--- src/verilog/status_sync_consts.vh ---
// Constants for the status summary byte and command synchronisation block.
// Assumes inclusion by bare name from the design file; definitions only.
`ifndef STATUS_SYNC_CONSTS_VH
`define STATUS_SYNC_CONSTS_VH

// ----------------------------------------------------------------------------
// Status byte bit positions
// ----------------------------------------------------------------------------
`define SB_MEAS_BIT     3'd0
`define SB_UNUSED_BIT   3'd1
`define SB_ERRQ_BIT     3'd2
`define SB_QUES_BIT     3'd3
`define SB_OUTQ_BIT     3'd4
`define SB_STDEV_BIT    3'd5
`define SB_MSS_BIT      3'd6
`define SB_OPER_BIT     3'd7

// ----------------------------------------------------------------------------
// Reset values and masks
// ----------------------------------------------------------------------------
`define SRE_RESET       8'h00
`define SRE_WRITE_MASK  8'hBD
`define STB_RESET       8'h00

// ----------------------------------------------------------------------------
// Command codes presented on the command port
// ----------------------------------------------------------------------------
`define CMD_NOP         4'h0
`define CMD_STB_QUERY   4'h1
`define CMD_SRE_WRITE   4'h2
`define CMD_SRE_QUERY   4'h3
`define CMD_TRIGGER     4'h4
`define CMD_SELFTEST    4'h5
`define CMD_WAIT        4'h6
`define CMD_INIT        4'h7
`define CMD_INIT_CONT   4'h8
`define CMD_OTHER       4'h9

// ----------------------------------------------------------------------------
// Self-test result codes
// ----------------------------------------------------------------------------
`define TST_PASS        8'h00
`define TST_FAIL        8'h01

// ----------------------------------------------------------------------------
// Sequencer timing
// ----------------------------------------------------------------------------
`define TRIG_SETTLE_CYC 4'h2

`endif

--- src/verilog/status_byte_and_sync_cmds.v ---
// Status summary byte, service request and command synchronisation logic.
// Assumes synchronous inputs, a command presenter that honours cmd_ready_o,
// and external event registers, queues and trigger model driving levels.
//
// How it works
// - Bits from sources; bit 6 from enabled conditions
// - Status query returns byte, changes nothing
// - No write path; bits follow sources
// - Byte weights one to 128, bit6=64
// - Bit0 measurement event; bit1 reads zero
// - Bit2 while error queue non-empty
// - Bit3 on questionable calibration error
// - Bit4 while output queue holds message
// - Bit5 on enabled standard event
// - Bit6 master summary and service request
// - Bit7 on enabled operation event
// - Trigger command equals group execute trigger
// - Trigger acted on only with bus source
// - Self-test checksum: 0 pass, 1 fail
// - Wait holds commands until overlapped ops finish
// - Only initiate, continuous-on, trigger are overlapped
// - Initiate pending until device returns idle
// - Wait after trigger releases once model settles
// - Sequential commands finish before next begins
// - Service request when enabled status bit set
// - Enable mask cleared at power-up
`timescale 1ns/1ps
`default_nettype none
`include "status_sync_consts.vh"

module status_byte_and_sync_cmds (
  // Clock and reset
  input  wire       clk_i,
  input  wire       rst_n_i,
  // Command port from the bus parser
  input  wire       cmd_valid_i,
  input  wire [3:0] cmd_code_i,
  input  wire [7:0] cmd_data_i,
  output wire       cmd_ready_o,
  output wire       cmd_done_o,
  // Response into the output queue
  output wire       resp_valid_o,
  output wire [7:0] resp_data_o,
  // Group execute trigger bus message
  input  wire       bus_get_i,
  // Serial poll
  input  wire       serial_poll_i,
  output wire       poll_valid_o,
  output wire [7:0] poll_byte_o,
  output wire       srq_o,
  // Summary sources
  input  wire       meas_event_i,
  input  wire       err_queue_nonempty_i,
  input  wire       ques_cal_err_i,
  input  wire       out_queue_nonempty_i,
  input  wire       std_event_enabled_i,
  input  wire       oper_event_enabled_i,
  // Trigger model
  input  wire       trig_src_bus_i,
  input  wire       model_idle_i,
  input  wire       model_moving_i,
  output wire       bus_trigger_o,
  output wire       initiate_o,
  output wire       init_cont_on_o,
  // ROM checksum engine
  output wire       rom_check_start_o,
  input  wire       rom_check_done_i,
  input  wire       rom_check_ok_i,
  // Status byte view
  output wire [7:0] status_summary_byte_o
);

  // --------------------------------------------------------------------------
  // Sequencer states
  // --------------------------------------------------------------------------
  localparam [2:0] ST_IDLE   = 3'd0;
  localparam [2:0] ST_TEST   = 3'd1;
  localparam [2:0] ST_WAIT   = 3'd2;
  localparam [2:0] ST_SETTLE = 3'd3;

  reg  [2:0] state_ff;
  reg  [2:0] nxt_state;
  reg  [7:0] sre_ff;
  reg  [7:0] nxt_sre;
  reg  [7:0] stb_ff;
  reg        srq_ff;
  reg        cmd_ready_ff;
  reg        nxt_cmd_ready;
  reg        cmd_done_ff;
  reg        nxt_cmd_done;
  reg        resp_valid_ff;
  reg        nxt_resp_valid;
  reg  [7:0] resp_data_ff;
  reg  [7:0] nxt_resp_data;
  reg        poll_valid_ff;
  reg  [7:0] poll_byte_ff;
  reg        bus_trig_ff;
  reg        nxt_bus_trig;
  reg        init_ff;
  reg        nxt_init;
  reg        init_cont_ff;
  reg        nxt_init_cont;
  reg        rom_start_ff;
  reg        nxt_rom_start;
  reg        init_pend_ff;
  reg        nxt_init_pend;
  reg        trig_pend_ff;
  reg        nxt_trig_pend;
  reg  [3:0] settle_ff;
  reg  [3:0] nxt_settle;

  // Decode of overlapped command codes, used only for the done flag of an accepted command
  function is_overlapped;
    input [3:0] code;
    begin
      is_overlapped = (code == `CMD_INIT) || (code == `CMD_INIT_CONT) ||
                      (code == `CMD_TRIGGER);
    end
  endfunction

  // --------------------------------------------------------------------------
  // Status byte assembly
  // --------------------------------------------------------------------------
  // Every bit but bit 6 and the tied-zero bit 1 is a live image of its source, so clearing the source
  // is the only way to clear the bit; there is no write path at all.
  wire [7:0] src_bits;
  assign src_bits[`SB_MEAS_BIT]   = meas_event_i;
  assign src_bits[`SB_UNUSED_BIT] = 1'b0;
  assign src_bits[`SB_ERRQ_BIT]   = err_queue_nonempty_i;
  assign src_bits[`SB_QUES_BIT]   = ques_cal_err_i;
  assign src_bits[`SB_OUTQ_BIT]   = out_queue_nonempty_i;
  assign src_bits[`SB_STDEV_BIT]  = std_event_enabled_i;
  assign src_bits[`SB_MSS_BIT]    = 1'b0;
  assign src_bits[`SB_OPER_BIT]   = oper_event_enabled_i;

  // Summary recomputed every cycle; bit 6 of the mask is never stored
  wire master_summary = |(src_bits & sre_ff);

  wire [7:0] byte_now;
  assign byte_now = {src_bits[7], master_summary, src_bits[5:0]};

  // Trigger from either path, gated by the programmed control source
  wire trig_cmd  = cmd_valid_i && cmd_ready_ff && (cmd_code_i == `CMD_TRIGGER);
  wire trig_fire = (trig_cmd || bus_get_i) && trig_src_bus_i;

  // Overlapped work still in progress
  wire ops_busy = init_pend_ff || trig_pend_ff || (settle_ff != 4'h0);

  // --------------------------------------------------------------------------
  // Command sequencer
  // --------------------------------------------------------------------------
  // The sequencer has three live states. In idle every command is taken on
  // the edge where valid meets ready, and the immediate ones report done on
  // the following cycle together with any response byte.
  //
  // Self-test drops ready and waits for the checksum engine; the coded
  // result goes out as a response pulse, so it joins the output queue the
  // same way a query answer would.
  //
  // Wait drops ready and holds it low until no initiate is pending, no
  // trigger is still moving the model and the settle window has run out.
  // A wait after continuous initiation never releases on its own while
  // the model keeps running; the host must clear the device to recover.
  //
  // Overlapped commands report done at once: their work is tracked by the
  // pending flags, not by the command port, so later commands may overlap.
  //
  // Limitation: a trigger that arrives while a wait is already holding is
  // still forwarded, and the wait then also covers that trigger. This is
  // deliberate, since releasing mid-move would let a command run against a
  // model that has not settled yet.
  //
  // The pending flags are cleared one cycle after the request pulse at the
  // earliest, which hides the latency of the model reporting busy.
  always @* begin
    nxt_state      = state_ff;
    nxt_sre        = sre_ff;
    nxt_cmd_ready  = cmd_ready_ff;
    nxt_cmd_done   = 1'b0;
    nxt_resp_valid = 1'b0;
    nxt_resp_data  = resp_data_ff;
    nxt_bus_trig   = trig_fire;
    nxt_init       = 1'b0;
    nxt_init_cont  = 1'b0;
    nxt_rom_start  = 1'b0;
    nxt_init_pend  = init_pend_ff;
    nxt_trig_pend  = trig_pend_ff;
    nxt_settle     = settle_ff;
    // Initiate stays pending until the model is back in idle
    if (init_pend_ff && model_idle_i && !init_ff && !init_cont_ff) begin
      nxt_init_pend = 1'b0;
    end
    // Trigger done once the model stops moving, then a short settle window
    if (trig_pend_ff && !model_moving_i && !bus_trig_ff) begin
      nxt_trig_pend = 1'b0;
      nxt_settle    = `TRIG_SETTLE_CYC;
    end else if (settle_ff != 4'h0) begin
      nxt_settle = settle_ff - 4'h1;
    end
    if (trig_fire) begin
      nxt_trig_pend = 1'b1;
    end
    case (state_ff)
      ST_IDLE: begin
        if (cmd_valid_i && cmd_ready_ff) begin
          nxt_cmd_done = !is_overlapped(cmd_code_i) || 1'b1;
          case (cmd_code_i)
            `CMD_STB_QUERY: begin
              // Pure read of the live byte, nothing is cleared
              nxt_resp_valid = 1'b1;
              nxt_resp_data  = byte_now;
            end
            `CMD_SRE_WRITE: begin
              nxt_sre = cmd_data_i & `SRE_WRITE_MASK;
            end
            `CMD_SRE_QUERY: begin
              nxt_resp_valid = 1'b1;
              nxt_resp_data  = sre_ff;
            end
            `CMD_SELFTEST: begin
              // Sequential: no further command until checksum is in
              nxt_rom_start = 1'b1;
              nxt_cmd_ready = 1'b0;
              nxt_cmd_done  = 1'b0;
              nxt_state     = ST_TEST;
            end
            `CMD_WAIT: begin
              nxt_cmd_ready = 1'b0;
              nxt_cmd_done  = 1'b0;
              nxt_state     = ST_WAIT;
            end
            `CMD_INIT: begin
              nxt_init      = 1'b1;
              nxt_init_pend = 1'b1;
            end
            `CMD_INIT_CONT: begin
              nxt_init_cont = 1'b1;
              nxt_init_pend = 1'b1;
            end
            default: begin
            end
          endcase
        end
      end
      ST_TEST: begin
        if (rom_check_done_i) begin
          nxt_resp_valid = 1'b1;
          nxt_resp_data  = rom_check_ok_i ? `TST_PASS : `TST_FAIL;
          nxt_cmd_done   = 1'b1;
          nxt_cmd_ready  = 1'b1;
          nxt_state      = ST_IDLE;
        end
      end
      ST_WAIT: begin
        // Released only when every overlapped operation has finished
        if (!ops_busy && !trig_fire && !init_ff && !init_cont_ff) begin
          nxt_cmd_done  = 1'b1;
          nxt_cmd_ready = 1'b1;
          nxt_state     = ST_IDLE;
        end
      end
      default: begin
        nxt_cmd_ready = 1'b1;
        nxt_state     = ST_IDLE;
      end
    endcase
  end

  // --------------------------------------------------------------------------
  // Registers
  // --------------------------------------------------------------------------
  always @(posedge clk_i or negedge rst_n_i) begin
    if (!rst_n_i) begin
      state_ff      <= ST_IDLE;
      sre_ff        <= `SRE_RESET;
      stb_ff        <= `STB_RESET;
      srq_ff        <= 1'b0;
      cmd_ready_ff  <= 1'b1;
      cmd_done_ff   <= 1'b0;
      resp_valid_ff <= 1'b0;
      resp_data_ff  <= 8'h00;
      poll_valid_ff <= 1'b0;
      poll_byte_ff  <= 8'h00;
      bus_trig_ff   <= 1'b0;
      init_ff       <= 1'b0;
      init_cont_ff  <= 1'b0;
      rom_start_ff  <= 1'b0;
      init_pend_ff  <= 1'b0;
      trig_pend_ff  <= 1'b0;
      settle_ff     <= 4'h0;
    end else begin
      state_ff      <= nxt_state;
      sre_ff        <= nxt_sre;
      stb_ff        <= byte_now;
      srq_ff        <= master_summary;
      cmd_ready_ff  <= nxt_cmd_ready;
      cmd_done_ff   <= nxt_cmd_done;
      resp_valid_ff <= nxt_resp_valid;
      resp_data_ff  <= nxt_resp_data;
      poll_valid_ff <= serial_poll_i;
      poll_byte_ff  <= serial_poll_i ? byte_now : poll_byte_ff;
      bus_trig_ff   <= nxt_bus_trig;
      init_ff       <= nxt_init;
      init_cont_ff  <= nxt_init_cont;
      rom_start_ff  <= nxt_rom_start;
      init_pend_ff  <= nxt_init_pend;
      trig_pend_ff  <= nxt_trig_pend;
      settle_ff     <= nxt_settle;
    end
  end

  // Outputs straight from flip-flops
  assign cmd_ready_o           = cmd_ready_ff;
  assign cmd_done_o            = cmd_done_ff;
  assign resp_valid_o          = resp_valid_ff;
  assign resp_data_o           = resp_data_ff;
  assign poll_valid_o          = poll_valid_ff;
  assign poll_byte_o           = poll_byte_ff;
  assign srq_o                 = srq_ff;
  assign bus_trigger_o         = bus_trig_ff;
  assign initiate_o            = init_ff;
  assign init_cont_on_o        = init_cont_ff;
  assign rom_check_start_o     = rom_start_ff;
  assign status_summary_byte_o = stb_ff;

endmodule // status_byte_and_sync_cmds

`default_nettype wire

--- config.mk ---
export PLATFORM = sky130hd
export DESIGN_NAME = status_byte_and_sync_cmds
export DESIGN_NICKNAME = d
export VERILOG_FILES = /design/src/verilog/status_byte_and_sync_cmds.v
export VERILOG_INCLUDE_DIRS = /design/src /design/src/verilog
export SDC_FILE = /design/constraint.sdc
export NUM_CORES = 1
export LEC_CHECK = 0
export BUFFER_PORTS_ARGS = -buffer_cell sky130_fd_sc_hd__buf_2
export CORE_MARGIN = 10
export CORE_UTILIZATION = 25
export CTS_CLUSTER_SIZE = 25
export DETAILED_ROUTE_END_ITERATION = 16
export PLACE_DENSITY_LB_ADDON = 0.15
export SLEW_MARGIN = 20
export SYNTH_ARGS = -nofsm -noshare
export SYNTH_HDL_FRONTEND = slang
export SYNTH_SLANG_ARGS = --single-unit
--- constraint.sdc ---
create_clock -name clk_i -period 3.61 [get_ports clk_i]
set_input_delay 0.722 -clock clk_i [delete_from_list [all_inputs] [get_ports clk_i]]
set_output_delay 0.722 -clock clk_i [all_outputs]
set_load 0.02 [all_outputs]
==> out/results.ini <==
[floorplan]
core.rowCount = 31
pin_count = 61
die_area_um2 = 11320
die_x_um = 106.4
initial_core_util_pct = 25.74
die_y_um = 106.4
coreArea_um2 = 7253

[route]
first_pass_iters = 3
wl_per_cell_um = 14.63
vias_per_cell = 4.235
drt_iter0_markers = 36
ant_nets = 0
finalWirelength_mm = 4.418
vias = 1279
drc = 0

[timing]
rsz0062_at_grt = no
max_freq_ghz = 0.5120
setup_viol = 0
slew-limit-headroom_pct = 63.59
fin_hold_ws_ns = 0.4073
final_hold_viol_count = 0
tightest_slew_ns = 0.5461
worst_clock_skew_ns = 0.008312
final.setup.tns_ns = 0
fin_crit_ns = 1.953
drv_slew = 0
period_share_pct = 54.10

[run]
maxCapViolCount = 0

[power]
leakage_nw = 1.209
total_switching_power_uw = 319.8
internal_power_uw = 762.5
netSwitchingFraction_pct = 29.55
power_frac_comb_pct = 20.6
clock_power_share_pct = 27.4
power_density_nw_per_um2 = 468.8
peakVddDrop_v = 0.0001147
power_frac_seq_pct = 52.0

[final_layout]
nets = 232
fillers = 772
drive_gt1_share_pct = 40.89
antenna_cells = 0
syn2layout_area_growth_pct = 23.66
fin_cells = 302
multi_input_area_um2 = 718.2
design_area_um2 = 2308
seq_area_um2 = 1077

[logic_synthesis]
synth_flop_cell = dfrtp_1
seq_area_frac_synth_pct = 57.71
synth.cell_area_um2 = 1867
synth_enable_flop_cells = 0
ys_async_sr_fraction_pct = 100.0
ys_types = 45
yosys_warnings = 0
synth_area_per_cell_um2 = 12.79
ys_seq_elements = 43
syn_inst = 146

[cts]
post_cts_buffers = 0
cts_tree = yes
insertion_delay_ns = 0.29
path_clk_slew_ns = 0.07
cts_resized = 0
clk_path_buf_depth = 2
cts_buffers = 5
cts_root_buf = clkbuf_8
htree_levels = 2
clock_sinks = 43
holdBufCountCts = 0

[placement]
port_buffers = 55
place_inst = 294
place.gp.congestion = 0.7283
place_area_um2 = 2221
dp_hpwl_mm = 3.389

[outcome]
outcome = finished clean

[global_routing]
grt_overflow = 0
grt_first_pass_wirelength_mm = 7.514
grtUsageTotal_pct = 8.249
antenna_found_initial = 0
first_global_vias = 1440
grt_max_degree = 44

[setup_path]
cp-end-kind = register
critPathMaxStageDelay_ns = 0.58
r2r_cells = 4
path_max_fanout = 6
reg2reg_to = sre_ff[0]
crit_type = register to register
crit_arrival_ns = 2.13
cp_cell_sequence = and4bb_2, nand2_2, or4_4, mux2_4
cp_top_family = simple AND/OR/NAND/NOR gates
r2r_setup_slack_ns = 1.66
required_ns = 3.79
crit_buf_inv = 0
start_kind = register
slowest_stage = dfstp_2
rr_startpoint = cmd_ready_o

[min_path]
hold_class = input port to async pin

per-layer routing:
layer | vias up | part of all wire, % | global-route usage [%]
met2 | 29 | 48 | 13.52
li1 | 622 | - | -
met3 | 5 | 7.4 | 3.261
met1 | 623 | 43 | 9.365
met4 | 0 | 1.8 | 3.482
met5 | - | 0 | 0
kinds of logic (layout without fill, tap and decap cells):
group / Yosys count / in the layout / synth area share [%]
compound gates: 22 / 22 / 10.05
xor+xnor: 3 / 3 / 1.408
simple gates: 39 / 39 / 11.66
buf+inv: 15 / 70 / 4.223
other cells: 1 / 3 / 0.2009
fa+ha+maj: 2 / 2 / 1.340
mux: 21 / 21 / 13.41
flops: 43 / 43 / 57.71
power groups by stage:
stage          Clock (mW)  Combinational, mW  Sequential (mW)
2_1_floorplan           0              0.131            0.592
3_3_place_gp            0              0.227            0.572
3_5_place_dp            0              0.228            0.573
4_1_cts             0.318              0.229            0.563
5_1_grt             0.333              0.254            0.572
6_report            0.297              0.223            0.563
cell usage after synthesis (2+ instances only):
cell type,number,area [um^2]
xnor2_1,2,17.52
nand2b_1,2,12.51
nor2_1,9,33.78
nor3b_1,2,15.01
mux2_4,6,90.09
ha_1,2,25.02
mux2i_1,7,70.07
o2bb2ai_1,5,43.79
nand2_1,10,37.54
a21oi_1,2,10.01
dfrtp_1,42,1051
inv_1,7,26.28
nor3_1,3,15.01
a22oi_1,3,22.52
mux2_2,8,90.09
clkbuf_1,3,11.26
buf_4,4,30.03
nand3_1,2,10.01
area by class of cell:
cell class              instances  share of cell area [%]
clock buffers                   6                   3.144
clock inverters                 2                  0.5420
inverters                       7                   1.138
multi-input cells              90                   31.11
flip-flops and latches         43                   46.67
well taps                      99                   5.366
repair buffers                 55                   12.03
metrics by stage:
stage | total power [mW] | utilization [%] | setup slack, ns
detailed placement | 0.8007 | 30.62 | 1.398
global placement | 0.7990 | 30.62 | 1.391
floorplan | 0.7226 | - | 1.575
CTS | 1.110 | 31.79 | 1.651
global route | 1.159 | 31.83 | 1.583
finish | 1.082 | 31.83 | 1.657
worst register-to-register path: cells and delay by family, from the launching register on:
family	cells	cell delay, ns
flops	1	0.58
mux	1	0.33
simple gates	3	0.94
worst max-delay path by stage:
stage	startpoint	end	slack [ns]	cells after the start
floorplan	cmd_valid_i	sre_ff[0]	1.57	5
global placement	cmd_valid_i	sre_ff[5]	1.39	5
detailed placement	cmd_valid_i	sre_ff[4]	1.40	5
CTS	cmd_ready_o	sre_ff[0]	1.65	4
global route	cmd_ready_o	sre_ff[0]	1.58	4
finish	cmd_ready_o	sre_ff[0]	1.66	4
registers in the layout (all words and copies together) (netlist names), 2 cells and up:
| register | count |
|---|---|
| sre_ff | 6 |
| poll_byte_o | 7 |
| resp_data_o | 7 |
| state_ff | 2 |
| status_summary_byte_o | 7 |
| settle_ff | 4 |
placed cells by master, fill, tap and decap left out, drive strengths merged, types with 2 or more instances in the layout:
| cell | count |
|---|---|
| mux2 | 14 |
| dfrtp | 42 |
| conb | 3 |
| nand2b | 2 |
| xnor2 | 2 |
| a21oi | 2 |
| nor2 | 9 |
| inv | 7 |
| nand2 | 11 |
| a31oi | 2 |
| buf | 55 |
| a22oi | 3 |
| or4 | 2 |
| clkbuf | 6 |
| nand3 | 2 |
| ha | 2 |
| o2bb2ai | 5 |
| mux2i | 7 |
| nor3 | 3 |
| nor3b | 2 |
Note: power is estimated with default switching activity, not from simulation.
